`config.mk`:
```
export PLATFORM = sky130hd
export DESIGN_NAME = uic_user_interface
export DESIGN_NICKNAME = d
export VERILOG_FILES = /design/src/uic_pkg.sv /design/src/uic_edge_det.sv /design/src/uic_user_interface.sv
export SDC_FILE = /design/constraint.sdc
export NUM_CORES = 1
export LEC_CHECK = 0
export BUFFER_PORTS_ARGS = -buffer_cell sky130_fd_sc_hd__buf_2
export CORE_ASPECT_RATIO = 0.75
export CORE_MARGIN = 1.5
export CORE_UTILIZATION = 57
export CTS_BUF_LIST = sky130_fd_sc_hd__clkbuf_8
export CTS_CLUSTER_DIAMETER = 80
export DETAILED_ROUTE_END_ITERATION = 10
export GPL_ROUTABILITY_DRIVEN = 0
export GPL_TIMING_DRIVEN = 0
export PLACE_DENSITY = 0.87
export SETUP_SLACK_MARGIN = 0.4
export SLEW_MARGIN = 20
export SYNTH_ARGS = -nofsm -noshare
export SYNTH_HDL_FRONTEND = slang
export SYNTH_HIERARCHICAL = 1
export SYNTH_SLANG_ARGS = --single-unit
```
`constraint.sdc`:
```
create_clock -name clk_i -period 5.2 [get_ports clk_i]
set_clock_uncertainty 0.05 [all_clocks]
set_input_delay 0 -clock clk_i [delete_from_list [all_inputs] [get_ports clk_i]]
set_output_delay 0 -clock clk_i [all_outputs]
set_load 0.02 [all_outputs]
```
`src/uic_pkg.sv`:
```
// Shared constants, state encodings and carrier types of the user interface block
package uic_pkg;

  // ****************************************************************
  // Play-mode codes
  // ****************************************************************
  localparam logic [2:0] PLAY_CODE = 3'h0;
  localparam logic [2:0] REWIND_CODE = 3'h1;
  localparam logic [2:0] STOP_CODE = 3'h2;
  localparam logic [2:0] FFWD_CODE = 3'h3;
  localparam logic [2:0] NOOP_CODE = 3'h4;

  // ****************************************************************
  // Volume defaults
  // ****************************************************************
  localparam int VOL_W = 6;
  localparam logic [5:0] VOL_MIN_DEF = 6'h00;
  localparam logic [5:0] VOL_MAX_DEF = 6'h3f;
  localparam logic [5:0] VOL_INIT_DEF = 6'h20;
  localparam logic [5:0] VOL_ONE = 6'h01;

  // ****************************************************************
  // Power sequencer timing
  // ****************************************************************
  localparam int RESET_WAIT_CYCLES = 2;

  // ****************************************************************
  // Wishbone register map
  // ****************************************************************
  localparam int WB_ADR_W = 4;
  localparam logic [3:0] STATUS_OFS = 4'h0;
  localparam logic [3:0] DISPLAY_OFS = 4'h4;
  localparam int TRACK_LSB = 0;
  localparam int TRACK_W = 7;
  localparam logic [6:0] TRACK_RST = 7'h00;
  localparam logic [6:0] TRACK_TEN = 7'h0a;
  localparam int STATUS_W = 14;

  // ****************************************************************
  // Reset values of the user state
  // ****************************************************************
  localparam logic POWER_ON_RST = 1'b1;
  localparam logic MUTE_RST = 1'b0;
  localparam logic RESUME_RST = 1'b0;

  // ****************************************************************
  // State encodings, Gray along the usual path
  // ****************************************************************
  typedef enum logic [1:0] {
    VOL_IDLE = 2'h0,
    VOL_CHECK = 2'h1,
    VOL_STEP = 2'h3,
    VOL_AWAIT = 2'h2
  } uic_vol_state_t;

  typedef enum logic [2:0] {
    PWR_WAIT_SUPPLY = 3'h0,
    PWR_WAIT1 = 3'h1,
    PWR_WAIT2 = 3'h3,
    PWR_RUN = 3'h2,
    PWR_SHUT = 3'h6,
    PWR_OFF = 3'h7
  } uic_pwr_state_t;

  // ****************************************************************
  // Carrier types
  // ****************************************************************
  typedef struct packed {
    logic power_on;
    logic mute;
    logic fast_forward;
    logic rewind;
    logic stop;
    logic play;
    logic volume_down;
    logic volume_up;
  } uic_buttons_t;

  localparam int NUM_BUTTONS = 8;

  typedef struct packed {
    logic sys_reset;
    logic update_request;
    logic power_on;
    logic mute;
    logic [5:0] volume;
    logic resume_playing;
    logic [2:0] play_mode;
  } uic_status_t;

endpackage

```
`src/uic_edge_det.sv`:
```
// Button synchroniser and rising-edge detector giving one pulse per press
`timescale 1ns/1ps
module uic_edge_det (
  input wire logic clk_i,
  input wire logic rst_i,
  input wire logic level_i,
  output logic pulse_o
);

  logic sync1_ff;
  logic sync2_ff;
  logic hist_ff;
  logic pulse_ff;

  // Two-stage synchroniser, first stage read only by the second
  always_ff @(posedge clk_i) begin
    if (rst_i) begin
      sync1_ff <= 1'b0;
      sync2_ff <= 1'b0;
    end else begin
      sync1_ff <= level_i;
      sync2_ff <= sync1_ff;
    end
  end

  always_ff @(posedge clk_i) begin
    if (rst_i) begin
      hist_ff <= 1'b0;
      pulse_ff <= 1'b0;
    end else begin
      hist_ff <= sync2_ff;
      pulse_ff <= sync2_ff & ~hist_ff;
    end
  end

  assign pulse_o = pulse_ff;

endmodule // uic_edge_det

```
`src/uic_user_interface.sv`:
```
// User interface, sound, icon, seven-segment and power sequencing logic
// Function
// Report play mode as a 3-bit code
// Return to remembered mode after seeking
// Ignore play presses while playing
// Ignore stop presses while idle
// Volume buttons step a 6-bit counter
// Volume counter saturates at both limits
// Request enters limit check from idle
// At a limit return idle, no request
// Step, then hold request until done
// Mute toggles per press, changed pulse out
// Controller mutes with zero, restores volume
// Power toggle flips per press, preset on
// Power off becomes a shutdown request
// Decode mode icons, register status icons
// Error over download, both block others
// Track number drives seven-segment digits
// Hold reset until supply, two waits
// Shutdown: reset first, then drop enable
// Buttons synchronised, one pulse per press
// Volume limits and start are parameters
//
// The implementer's own choices: the address map and the Wishbone slave port.
`timescale 1ns/1ps
module uic_user_interface #(
  parameter logic [5:0] VOL_MIN = uic_pkg::VOL_MIN_DEF,
  parameter logic [5:0] VOL_MAX = uic_pkg::VOL_MAX_DEF,
  parameter logic [5:0] VOL_INIT = uic_pkg::VOL_INIT_DEF
) (
  input wire logic clk_i,
  input wire logic rst_i,
  input wire uic_pkg::uic_buttons_t buttons_i,
  input wire logic seek_done_i,
  input wire logic decoder_update_done_i,
  input wire logic supply_good_i,
  input wire logic display_err_i,
  input wire logic download_active_i,
  input wire logic [1:0] battery_level_i,
  input wire logic wb_cyc_i,
  input wire logic wb_stb_i,
  input wire logic wb_we_i,
  input wire logic [3:0] wb_adr_i,
  input wire logic [3:0] wb_sel_i,
  input wire logic [31:0] wb_dat_i,
  output logic [31:0] wb_dat_o,
  output logic wb_ack_o,
  output logic [2:0] play_mode_o,
  output logic [5:0] volume_level_o,
  output logic volume_update_request_o,
  output logic mute_state_o,
  output logic mute_changed_o,
  output logic power_on_o,
  output logic sys_reset_o,
  output logic converter_enable_o,
  output logic [7:0] mode_icon_o,
  output logic mute_icon_o,
  output logic error_icon_o,
  output logic download_icon_o,
  output logic [2:0] volume_icon_o,
  output logic [1:0] battery_icon_o,
  output logic [6:0] seg_tens_o,
  output logic [6:0] seg_ones_o
);

  // ****************************************************************
  // Parameter checks
  // ****************************************************************
  initial begin
    if (VOL_MIN >= VOL_MAX || VOL_INIT < VOL_MIN || VOL_INIT > VOL_MAX) begin
      $error("volume limits or start value out of order");
    end
  end

  // ****************************************************************
  // Button edge detection
  // ****************************************************************
  logic [uic_pkg::NUM_BUTTONS-1:0] press;
  uic_pkg::uic_buttons_t ev;

  genvar gi;
  generate
    for (gi = 0; gi < uic_pkg::NUM_BUTTONS; gi++) begin : g_btn
      uic_edge_det u_edge (
        .clk_i(clk_i),
        .rst_i(rst_i),
        .level_i(buttons_i[gi]),
        .pulse_o(press[gi])
      );
    end
  endgenerate

  assign ev = uic_pkg::uic_buttons_t'(press);

  // ****************************************************************
  // Play mode logic
  // ****************************************************************
  logic [2:0] play_ff;
  logic resume_ff;
  logic seeking;

  assign seeking = (play_ff == uic_pkg::REWIND_CODE) || (play_ff == uic_pkg::FFWD_CODE);

  always_ff @(posedge clk_i) begin
    if (rst_i) begin
      play_ff <= uic_pkg::STOP_CODE;
      resume_ff <= uic_pkg::RESUME_RST;
    end else if (ev.play) begin
      if (play_ff != uic_pkg::PLAY_CODE) begin
        play_ff <= uic_pkg::PLAY_CODE;
        resume_ff <= 1'b1;
      end
    end else if (ev.stop) begin
      if (resume_ff || seeking) begin
        play_ff <= uic_pkg::STOP_CODE;
        resume_ff <= 1'b0;
      end
    end else if (ev.rewind) begin
      play_ff <= uic_pkg::REWIND_CODE;
    end else if (ev.fast_forward) begin
      play_ff <= uic_pkg::FFWD_CODE;
    end else if (seeking && seek_done_i) begin
      play_ff <= resume_ff ? uic_pkg::PLAY_CODE : uic_pkg::STOP_CODE;
    end
  end

  // ****************************************************************
  // Volume control state machine
  // ****************************************************************
  uic_pkg::uic_vol_state_t vol_state_ff;
  logic [5:0] vol_ff;
  logic dir_up_ff;
  logic upd_req_ff;

  always_ff @(posedge clk_i) begin
    if (rst_i) begin
      vol_state_ff <= uic_pkg::VOL_IDLE;
      dir_up_ff <= 1'b0;
    end else begin
      case (vol_state_ff)
        uic_pkg::VOL_IDLE: begin
          if (ev.volume_up || ev.volume_down) begin
            vol_state_ff <= uic_pkg::VOL_CHECK;
            dir_up_ff <= ev.volume_up;
          end
        end
        uic_pkg::VOL_CHECK: begin
          if ((dir_up_ff && vol_ff >= VOL_MAX) || (!dir_up_ff && vol_ff <= VOL_MIN)) begin
            vol_state_ff <= uic_pkg::VOL_IDLE;
          end else begin
            vol_state_ff <= uic_pkg::VOL_STEP;
          end
        end
        uic_pkg::VOL_STEP: begin
          vol_state_ff <= uic_pkg::VOL_AWAIT;
        end
        uic_pkg::VOL_AWAIT: begin
          if (decoder_update_done_i) begin
            vol_state_ff <= uic_pkg::VOL_IDLE;
          end
        end
        default: begin
          vol_state_ff <= uic_pkg::VOL_IDLE;
        end
      endcase
    end
  end

  always_ff @(posedge clk_i) begin
    if (rst_i) begin
      vol_ff <= VOL_INIT;
    end else if (vol_state_ff == uic_pkg::VOL_STEP) begin
      vol_ff <= dir_up_ff ? vol_ff + uic_pkg::VOL_ONE : vol_ff - uic_pkg::VOL_ONE;
    end
  end

  // Request rises on entering the await state and falls with done
  always_ff @(posedge clk_i) begin
    if (rst_i) begin
      upd_req_ff <= 1'b0;
    end else if (vol_state_ff == uic_pkg::VOL_STEP) begin
      upd_req_ff <= 1'b1;
    end else if (vol_state_ff == uic_pkg::VOL_AWAIT && decoder_update_done_i) begin
      upd_req_ff <= 1'b0;
    end
  end

  // ****************************************************************
  // Mute and on/off toggles
  // ****************************************************************
  logic mute_ff;
  logic mute_changed_ff;
  logic on_ff;

  always_ff @(posedge clk_i) begin
    if (rst_i) begin
      mute_ff <= uic_pkg::MUTE_RST;
      mute_changed_ff <= 1'b0;
    end else begin
      mute_ff <= mute_ff ^ ev.mute;
      mute_changed_ff <= ev.mute;
    end
  end

  always_ff @(posedge clk_i) begin
    if (rst_i) begin
      on_ff <= uic_pkg::POWER_ON_RST;
    end else if (ev.power_on) begin
      on_ff <= ~on_ff;
    end
  end

  // ****************************************************************
  // Power sequencer
  // ****************************************************************
  uic_pkg::uic_pwr_state_t pwr_ff;
  uic_pkg::uic_pwr_state_t nxt_pwr;
  logic sys_reset_ff;
  logic conv_en_ff;
  logic power_fail;

  assign power_fail = !supply_good_i || !on_ff;

  always_comb begin
    nxt_pwr = pwr_ff;
    case (pwr_ff)
      uic_pkg::PWR_WAIT_SUPPLY: begin
        if (!on_ff) begin
          nxt_pwr = uic_pkg::PWR_SHUT;
        end else if (supply_good_i) begin
          nxt_pwr = uic_pkg::PWR_WAIT1;
        end
      end
      uic_pkg::PWR_WAIT1: begin
        nxt_pwr = power_fail ? uic_pkg::PWR_SHUT : uic_pkg::PWR_WAIT2;
      end
      uic_pkg::PWR_WAIT2: begin
        nxt_pwr = power_fail ? uic_pkg::PWR_SHUT : uic_pkg::PWR_RUN;
      end
      uic_pkg::PWR_RUN: begin
        if (power_fail) begin
          nxt_pwr = uic_pkg::PWR_SHUT;
        end
      end
      uic_pkg::PWR_SHUT: begin
        nxt_pwr = uic_pkg::PWR_OFF;
      end
      uic_pkg::PWR_OFF: begin
        nxt_pwr = uic_pkg::PWR_OFF;
      end
      default: begin
        nxt_pwr = uic_pkg::PWR_WAIT_SUPPLY;
      end
    endcase
  end

  always_ff @(posedge clk_i) begin
    if (rst_i) begin
      pwr_ff <= uic_pkg::PWR_WAIT_SUPPLY;
      sys_reset_ff <= 1'b1;
      conv_en_ff <= 1'b1;
    end else begin
      pwr_ff <= nxt_pwr;
      sys_reset_ff <= (nxt_pwr != uic_pkg::PWR_RUN);
      conv_en_ff <= (nxt_pwr != uic_pkg::PWR_OFF);
    end
  end

  // ****************************************************************
  // Wishbone registers
  // ****************************************************************
  logic [6:0] track_ff;
  logic ack_ff;
  logic [31:0] rdat_ff;
  logic wb_req;
  uic_pkg::uic_status_t status;

  assign wb_req = wb_cyc_i && wb_stb_i && !ack_ff;
  assign status = '{sys_reset: sys_reset_ff, update_request: upd_req_ff, power_on: on_ff,
                    mute: mute_ff, volume: vol_ff, resume_playing: resume_ff,
                    play_mode: play_ff};

  always_ff @(posedge clk_i) begin
    if (rst_i) begin
      ack_ff <= 1'b0;
      rdat_ff <= 32'h0;
    end else begin
      ack_ff <= wb_req;
      if (wb_req && !wb_we_i) begin
        case (wb_adr_i)
          uic_pkg::STATUS_OFS: rdat_ff <= {{(32-uic_pkg::STATUS_W){1'b0}}, status};
          uic_pkg::DISPLAY_OFS: rdat_ff <= {25'h0, track_ff};
          default: rdat_ff <= 32'h0;
        endcase
      end
    end
  end

  always_ff @(posedge clk_i) begin
    if (rst_i) begin
      track_ff <= uic_pkg::TRACK_RST;
    end else if (wb_req && wb_we_i && wb_adr_i == uic_pkg::DISPLAY_OFS && wb_sel_i[0]) begin
      track_ff <= wb_dat_i[uic_pkg::TRACK_LSB +: uic_pkg::TRACK_W];
    end
  end

  // ****************************************************************
  // Icon and seven-segment logic
  // ****************************************************************
  function automatic logic [6:0] seg_of(input logic [6:0] d);
    case (d)
      7'h00: seg_of = 7'h3f;
      7'h01: seg_of = 7'h06;
      7'h02: seg_of = 7'h5b;
      7'h03: seg_of = 7'h4f;
      7'h04: seg_of = 7'h66;
      7'h05: seg_of = 7'h6d;
      7'h06: seg_of = 7'h7d;
      7'h07: seg_of = 7'h07;
      7'h08: seg_of = 7'h7f;
      7'h09: seg_of = 7'h6f;
      default: seg_of = 7'h00;
    endcase
  endfunction

  logic [7:0] mode_icon_ff;
  logic mute_icon_ff;
  logic err_icon_ff;
  logic dnld_icon_ff;
  logic [2:0] vol_icon_ff;
  logic [1:0] bat_icon_ff;
  logic [6:0] seg_tens_ff;
  logic [6:0] seg_ones_ff;
  logic others_on;

  assign others_on = !display_err_i && !download_active_i;

  always_ff @(posedge clk_i) begin
    if (rst_i) begin
      mode_icon_ff <= 8'h00;
      mute_icon_ff <= 1'b0;
      err_icon_ff <= 1'b0;
      dnld_icon_ff <= 1'b0;
      vol_icon_ff <= 3'h0;
      bat_icon_ff <= 2'h0;
    end else begin
      mode_icon_ff <= others_on ? (8'h01 << play_ff) : 8'h00;
      err_icon_ff <= display_err_i;
      dnld_icon_ff <= download_active_i && !display_err_i;
      mute_icon_ff <= others_on && mute_ff;
      vol_icon_ff <= others_on ? vol_ff[5:3] : 3'h0;
      bat_icon_ff <= others_on ? battery_level_i : 2'h0;
    end
  end

  always_ff @(posedge clk_i) begin
    if (rst_i) begin
      seg_tens_ff <= 7'h00;
      seg_ones_ff <= 7'h00;
    end else begin
      seg_tens_ff <= seg_of(track_ff / uic_pkg::TRACK_TEN);
      seg_ones_ff <= seg_of(track_ff % uic_pkg::TRACK_TEN);
    end
  end

  // ****************************************************************
  // Outputs
  // ****************************************************************
  assign wb_dat_o = rdat_ff;
  assign wb_ack_o = ack_ff;
  assign play_mode_o = play_ff;
  assign volume_level_o = vol_ff;
  assign volume_update_request_o = upd_req_ff;
  assign mute_state_o = mute_ff;
  assign mute_changed_o = mute_changed_ff;
  assign power_on_o = on_ff;
  assign sys_reset_o = sys_reset_ff;
  assign converter_enable_o = conv_en_ff;
  assign mode_icon_o = mode_icon_ff;
  assign mute_icon_o = mute_icon_ff;
  assign error_icon_o = err_icon_ff;
  assign download_icon_o = dnld_icon_ff;
  assign volume_icon_o = vol_icon_ff;
  assign battery_icon_o = bat_icon_ff;
  assign seg_tens_o = seg_tens_ff;
  assign seg_ones_o = seg_ones_ff;
endmodule // uic_user_interface

```
-- Yosys cells after proc, flatten, opt, wreduce, memory -nomap -nowiden
Memory sizes are Yosys's and may differ from the RTL's. A register that Yosys moved wholly into a read port is not among the register bits.
Index checks and enable logic that the tools add are counted.
- memories: 2
- bits of input ports: 60
- memory bits (read-only): 224
- logic and storage cells: 169
- output and inout port bits: 78
- bits in registers: 110
- memories (name ; depth ; bits a word ; read ports ; clocked after Yosys merged registers in ; wr ports ; line ; RTL):
    (no name shown) ; 16 ; 7 ; 1 ; 1 ; 0 ; uic_user_interface.sv:311 ; case (d)
    (no name shown) ; 16 ; 7 ; 1 ; 1 ; 0 ; uic_user_interface.sv:311 ;
- reduce and logical (&&, ||, !) cells: 43
- shift-type cells: 1
- bitwise operators: 21
- $add $sub $neg: 2
- eq/ne operators: 17
- mux-type cells: 26
- div/mod/pow operators: 2
- order comparisons: 2
- operator list (kind ; count):
    $mux 3 ; 12
    $pmux 14 s2 ; 1
    $pmux 3 s5 ; 1
    $logic_and 1x1->1 ; 13
    $not 1->1 ; 12
    $eq 3x2->1 const B ; 3
    $logic_not 3->1 ; 3
    $and 1x1->1 ; 8
    $mux 2 ; 4
    $pmux 2 s4 ; 1
    $reduce_or 2->1 ; 4
    $shl 1x3->8 const A ; 1
    $div 7x4->7 const B ; 1
    $logic_not 1->1 ; 7
    $mod 7x4->7 const B ; 1
    $add 6x1->6 const B ; 1
    $eq 3x1->1 const B ; 2
    $eq 3x3->1 const B ; 2
    $ge 6x6->1 const B ; 1
    $le 6x1->1 const B ; 1
    $mux 1 ; 6
    $mux 6 ; 1
    $ne 2x2->1 const B ; 3
    $ne 3x3->1 const B ; 2
    14 further kinds ; 23

-- Logic depth before layout (Yosys ltp)
- depth in word-level cells: 8
- mapped depth: 12

-- Hierarchy
The synthesis kept the hierarchy.
- modules (own cells, without submodules) (module ; instances ; area each (µm²) ; cells each):
    uic_user_interface ; 1 ; 3530.9 ; 397
    uic_edge_det ; 8 ; 111.4 ; 8

-- Worst setup path before layout
OpenSTA, ideal clock, no wires.
- path kind: register -> register
- start point: register track_ff[5]
- end point: register seg_ones_ff[3] (netlist: seg_ones_o[3])
- data arrival time: 2214 ps
- data required time: 5013 ps
- setup slack: 2799 ps
- cell stages (with the launch flop): 12
- cell sequence: dfxtp_1 buf_2 or3b_1 a31o_1 o211ai_2 buf_4 o21ai_1 nand2_1 xnor2_1 ha_1 a311oi_1 a221oi_2
- cells in the longest elaborated chain, start to end: 4
- ends and longest elaborated chain (element ; line ; RTL):
    start, declared ; uic_user_interface.sv:272 ; logic [6:0] track_ff;
    start signal, assigned ; uic_user_interface.sv:301 ; track_ff <= uic_pkg::TRACK_RST;
    start signal, assigned ; uic_user_interface.sv:303 ; track_ff <= wb_dat_i[uic_pkg::TRACK_LSB +: uic_pkg::TRACK_W];
    $mod 7x4->7 (*) ; uic_user_interface.sv:362 ; seg_ones_ff <= seg_of(track_ff % uic_pkg::TRACK_TEN);
    $logic_not 3->1 ; uic_user_interface.sv:311 ;
    $not 1->1 (no source line) ; - ;
    $reduce_or 2->1 (no source line) ; - ;
    end, declared ; uic_user_interface.sv:333 ; logic [6:0] seg_ones_ff;
Mark *: on every way between the ends. The rest lies on a longest branch, timed or not.
A chain may end at the register's enable or synchronous reset.

-- Final worst setup path
- start point: register track_ff[4]
- end point: register seg_ones_ff[5] (netlist: seg_ones_o[5])
The elaborated chain is that of the path after synthesis.

==> run summary <==
## Clocking
- **count of hold-fix buffers inserted at cts** 26
- **CTS buffer count** 9
- **Max clock buf depth** 2
- **quantity of gates resized following cts** 0
- **count of H-tree levels built during CTS** 3
- **register clock-pin slew on the reported worst setup and hold paths** 0.10 ns
- **Sinks on Clock Net** 101
- **clock latency reported for the late side of the worst-skew pair** 0.38 ns
- **buffer count from post-CTS setup fixing** 0
- **CTS root buf** sky130_fd_sc_hd__clkbuf_8
- **CTS tree** built

## Min path
- **worst hold path stage count** 6
- **worst hold start** seek_done_i
- **end point of the worst hold path** play_mode_o[0]
- **min-delay worst type** input pin to flip-flop

## Critical path
- **endpoint of the worst register-to-register path** seg_ones_o[5]
- **Slowest cell on crit path** sky130_fd_sc_hd__dfxtp_1
- **Crit path max-delay family** compound AO/OA/AOI/OAI gates
- **r2r worst-path depth** 12
- **cells along the critical path** buf_4 > nand3b_1 > a31o_1 > o211ai_2 > buf_4 > o21ai_1 > nand2_1 > xnor2_1 > ha_1 > nand2_1 > a32oi_1 > a21oi_1
- **worst r2r src** track_ff[4]
- **Crit. Startpoint** track_ff[4]
- **Worst setup SP type** flip-flop
- **slack of the worst reg-to-reg path** 2.30 ns
- **crit path kind** flip-flop to flip-flop
- **maximum fanout along the worst path** 10
- **critical path data required time** 5.41 ns
- **Worst path max stage delay** 0.48 ns
- **Setup crit end kind** flip-flop
- **buffers and inverters on the worst path** 2
- **arrival time of data at the critical path endpoint** 3.11 ns

## Yosys
- **number of distinct library cell variants in the gate-level netlist after synthesis** 69
- **total of warnings raised by yosys** 6
- **sequential fraction of the synthesis area** 45.73%
- **count of flip-flops with a built-in enable after synthesis** 0
- **most used flip-flop cell after synthesis** sky130_fd_sc_hd__dfxtp_1
- **Post-Synthesis Cells** 461
- **ys async rst share** 0%
- **post-synthesis cell area** 0.004422 sq mm
- **Seq cells post-synth** 101
- **syn avg cell area** 9.592 sq um

## Timing
- **Period minus WS final** 2.898 ns
- **number of failing setup endpoints in the final timing report** 0
- **total count of max-transition violations in the final report** 0
- **crit share post-route** 55.73%
- **setup repair after global routing missed its margin** no
- **final hold violations** 0
- **Total Neg Setup Slack** 0 ns
- **worst-margin pin slew** 0.8234 ns
- **f_max** 0.3451 GHz
- **relative max-transition margin** 44.68%

## Finish
- **leading cell type in the layout, fill and taps excluded** sky130_fd_sc_hd__dfxtp_1
- **top library cells by usage in the layout, fill and taps aside** sky130_fd_sc_hd__dfxtp_1, sky130_fd_sc_hd__buf_2, sky130_fd_sc_hd__nor2_1
- **relative area change from synthesis to final layout** 25.10%
- **number of filler instances in the final layout** 527
- **number of nets at the end of the flow** 679
- **antenna diode count** 0
- **fraction of layout cells with a size suffix above 1** 27.05%

## Detailed routing
- **WL final** 10.51 mm
- **via count** 3,778
- **post-route antenna net violation count** 0
- **DRC violation count after routing** 0
- **vias per cell** 5.314
- **wire per inst** 14.79 um
- **Iteration-0 DRC Markers** 238
- **number of iterations in the first detailed-routing pass** 5

## Run status
- **result of the run** complete, no violations

## GRT
- **antenna violations before repair** 0
- **via count of the first global-routing pass** 3,427
- **first-pass GRT wire length** 16.73 mm
- **Global Route Usage Sum** 25.85%
- **remaining global-route overflow** 0
- **largest net degree at the start of global routing** 37

## Floorplanning
- **Initial Util** 59.49%
- **die area** 0.008300 sq mm
- **die extent in y** 79.28 um
- **overall die width** 104.7 um
- **I/O Pins** 138
- **core region area** 0.007432 sq mm
- **number of standard-cell rows in the floorplan** 27

## Power and ir drop
- **Lkg Pwr** 0.002509 uW
- **Power per Cell Area** 268.6 mW/mm^2
- **power after layout** 1486 uW
- **worst supply voltage drop on vdd** 179.0 uV

## Placement
- **# port buffers** 85
- **estimated wirelength of the detail-placed design** 7.250 mm

## Run
- **total of max-cap violations** 0

through the flow:
step	utilization [%]	hold WS (ns)	worst slack (ns)	std cells	cell area (sq um)
6_report	74.43	0.05793	2.302	711	5532
5_1_grt	74.43	0.09747	2.135	711	5532
4_1_cts	74.43	0.05319	2.383	711	5532
3_5_place_dp	68.03	0.1434	2.419	669	5056
3_3_place_gp	68.03	0.1374	2.518	669	5056
2_1_floorplan	-	0.02074	2.799	483	4504
synthesized netlist by cell type (all sizes together), types with 2 or more instances:
cell type	count	area, sq um
inv	13	48.80
ha	13	162.7
o21ai	18	105.1
nor2b	28	175.2
nor2	55	206.5
o22ai	2	12.51
or2	2	12.52
a21o	4	30.03
a22oi	9	67.56
mux2i	15	150.1
xor2	4	42.55
o211ai	3	27.52
buf	37	251.5
xnor2	9	78.83
and2	6	37.54
a311oi	2	17.52
nand2b	4	25.02
and3	2	12.51
nor3b	10	115.1
or3	4	25.02
a21boi	2	15.01
nand3	4	25.02
a221oi	2	30.03
clkbuf	6	22.52
nand2	25	93.84
or2b	2	18.77
a21oi	30	153.9
a211oi	3	22.52
and3b	2	17.52
nor3	15	85.08
nand3b	5	50.05
dfxtp	101	2022
nand4	2	12.51
o41ai	2	36.29
worst max-delay path by stage:
stage / endpoint / slack (ns) / cells after the start
4_1_cts: seg_ones_o[3] / 2.38 / 11
2_1_floorplan: seg_ones_o[3] / 2.80 / 11
5_1_grt: seg_ones_o[3] / 2.14 / 11
3_5_place_dp: seg_ones_o[3] / 2.42 / 11
3_3_place_gp: seg_ones_o[3] / 2.52 / 11
6_report: seg_ones_o[5] / 2.30 / 12
flip-flops by register name, indices dropped and copies added (netlist names), 4 cells and up:
| register | count |
|---|---|
| wb_dat_o | 14 |
| track_ff | 7 |
| seg_ones_o | 7 |
| g_btn.u_edge/hist_ff | 8 |
| g_btn.u_edge/sync1_ff | 8 |
| seg_tens_o | 7 |
| volume_level_o | 6 |
| g_btn.u_edge/pulse_o | 8 |
| g_btn.u_edge/sync2_ff | 8 |
| mode_icon_o | 4 |
per-layer routing:
| metal | wire length (um) | vias up | track usage [%] |
|---|---|---|---|
| met4 | 221 | 0 | 9.589 |
| met5 | 0 | - | 0 |
| li1 | - | 1830 | - |
| met3 | 923 | 35 | 8.046 |
| met1 | 4384 | 1732 | 31.61 |
| met2 | 4983 | 181 | 43.16 |
worst min-delay path, stage by stage:
cell                      delay (ns)
sky130_fd_sc_hd__buf_2          0.08
sky130_fd_sc_hd__o41ai_1        0.06
sky130_fd_sc_hd__o21ai_0        0.06
sky130_fd_sc_hd__a21oi_1        0.06
sky130_fd_sc_hd__a22oi_1        0.13
sky130_fd_sc_hd__nor2_1         0.05
cell type report:
type | instances | area (sq um) | area share [%]
clock buffers | 10 | 137.6 | 2.488
clock inverters | 6 | 77.57 | 1.402
plain buffers | 43 | 274.0 | 4.954
repair buffers | 111 | 685.7 | 12.40
well taps | 101 | 126.4 | 2.285
inverters | 13 | 48.80 | 0.8822
multi-input cells | 326 | 2160 | 39.04
flip-flops and latches | 101 | 2022 | 36.55
cells by family after synthesis:
family	share of synthesized area, %
AOI/OAI and AO/OA	14.71
xor gates and xnor gates	2.745
adders and majority gates	4.131
buffers and inverters	7.301
DFF	45.73
muxes	3.395
other	0.08481
and+or+nand+nor	21.90
where the power goes:
group / internal [uW] / switching, uW / total [uW] / leakage (uW)
clock: 245 / 283 / 528 / 0.000107
combinational: 64.7 / 81.2 / 146 / 0.00158
sequential: 797 / 15.1 / 812 / 0.000825
(Power assumes the default switching activity.)
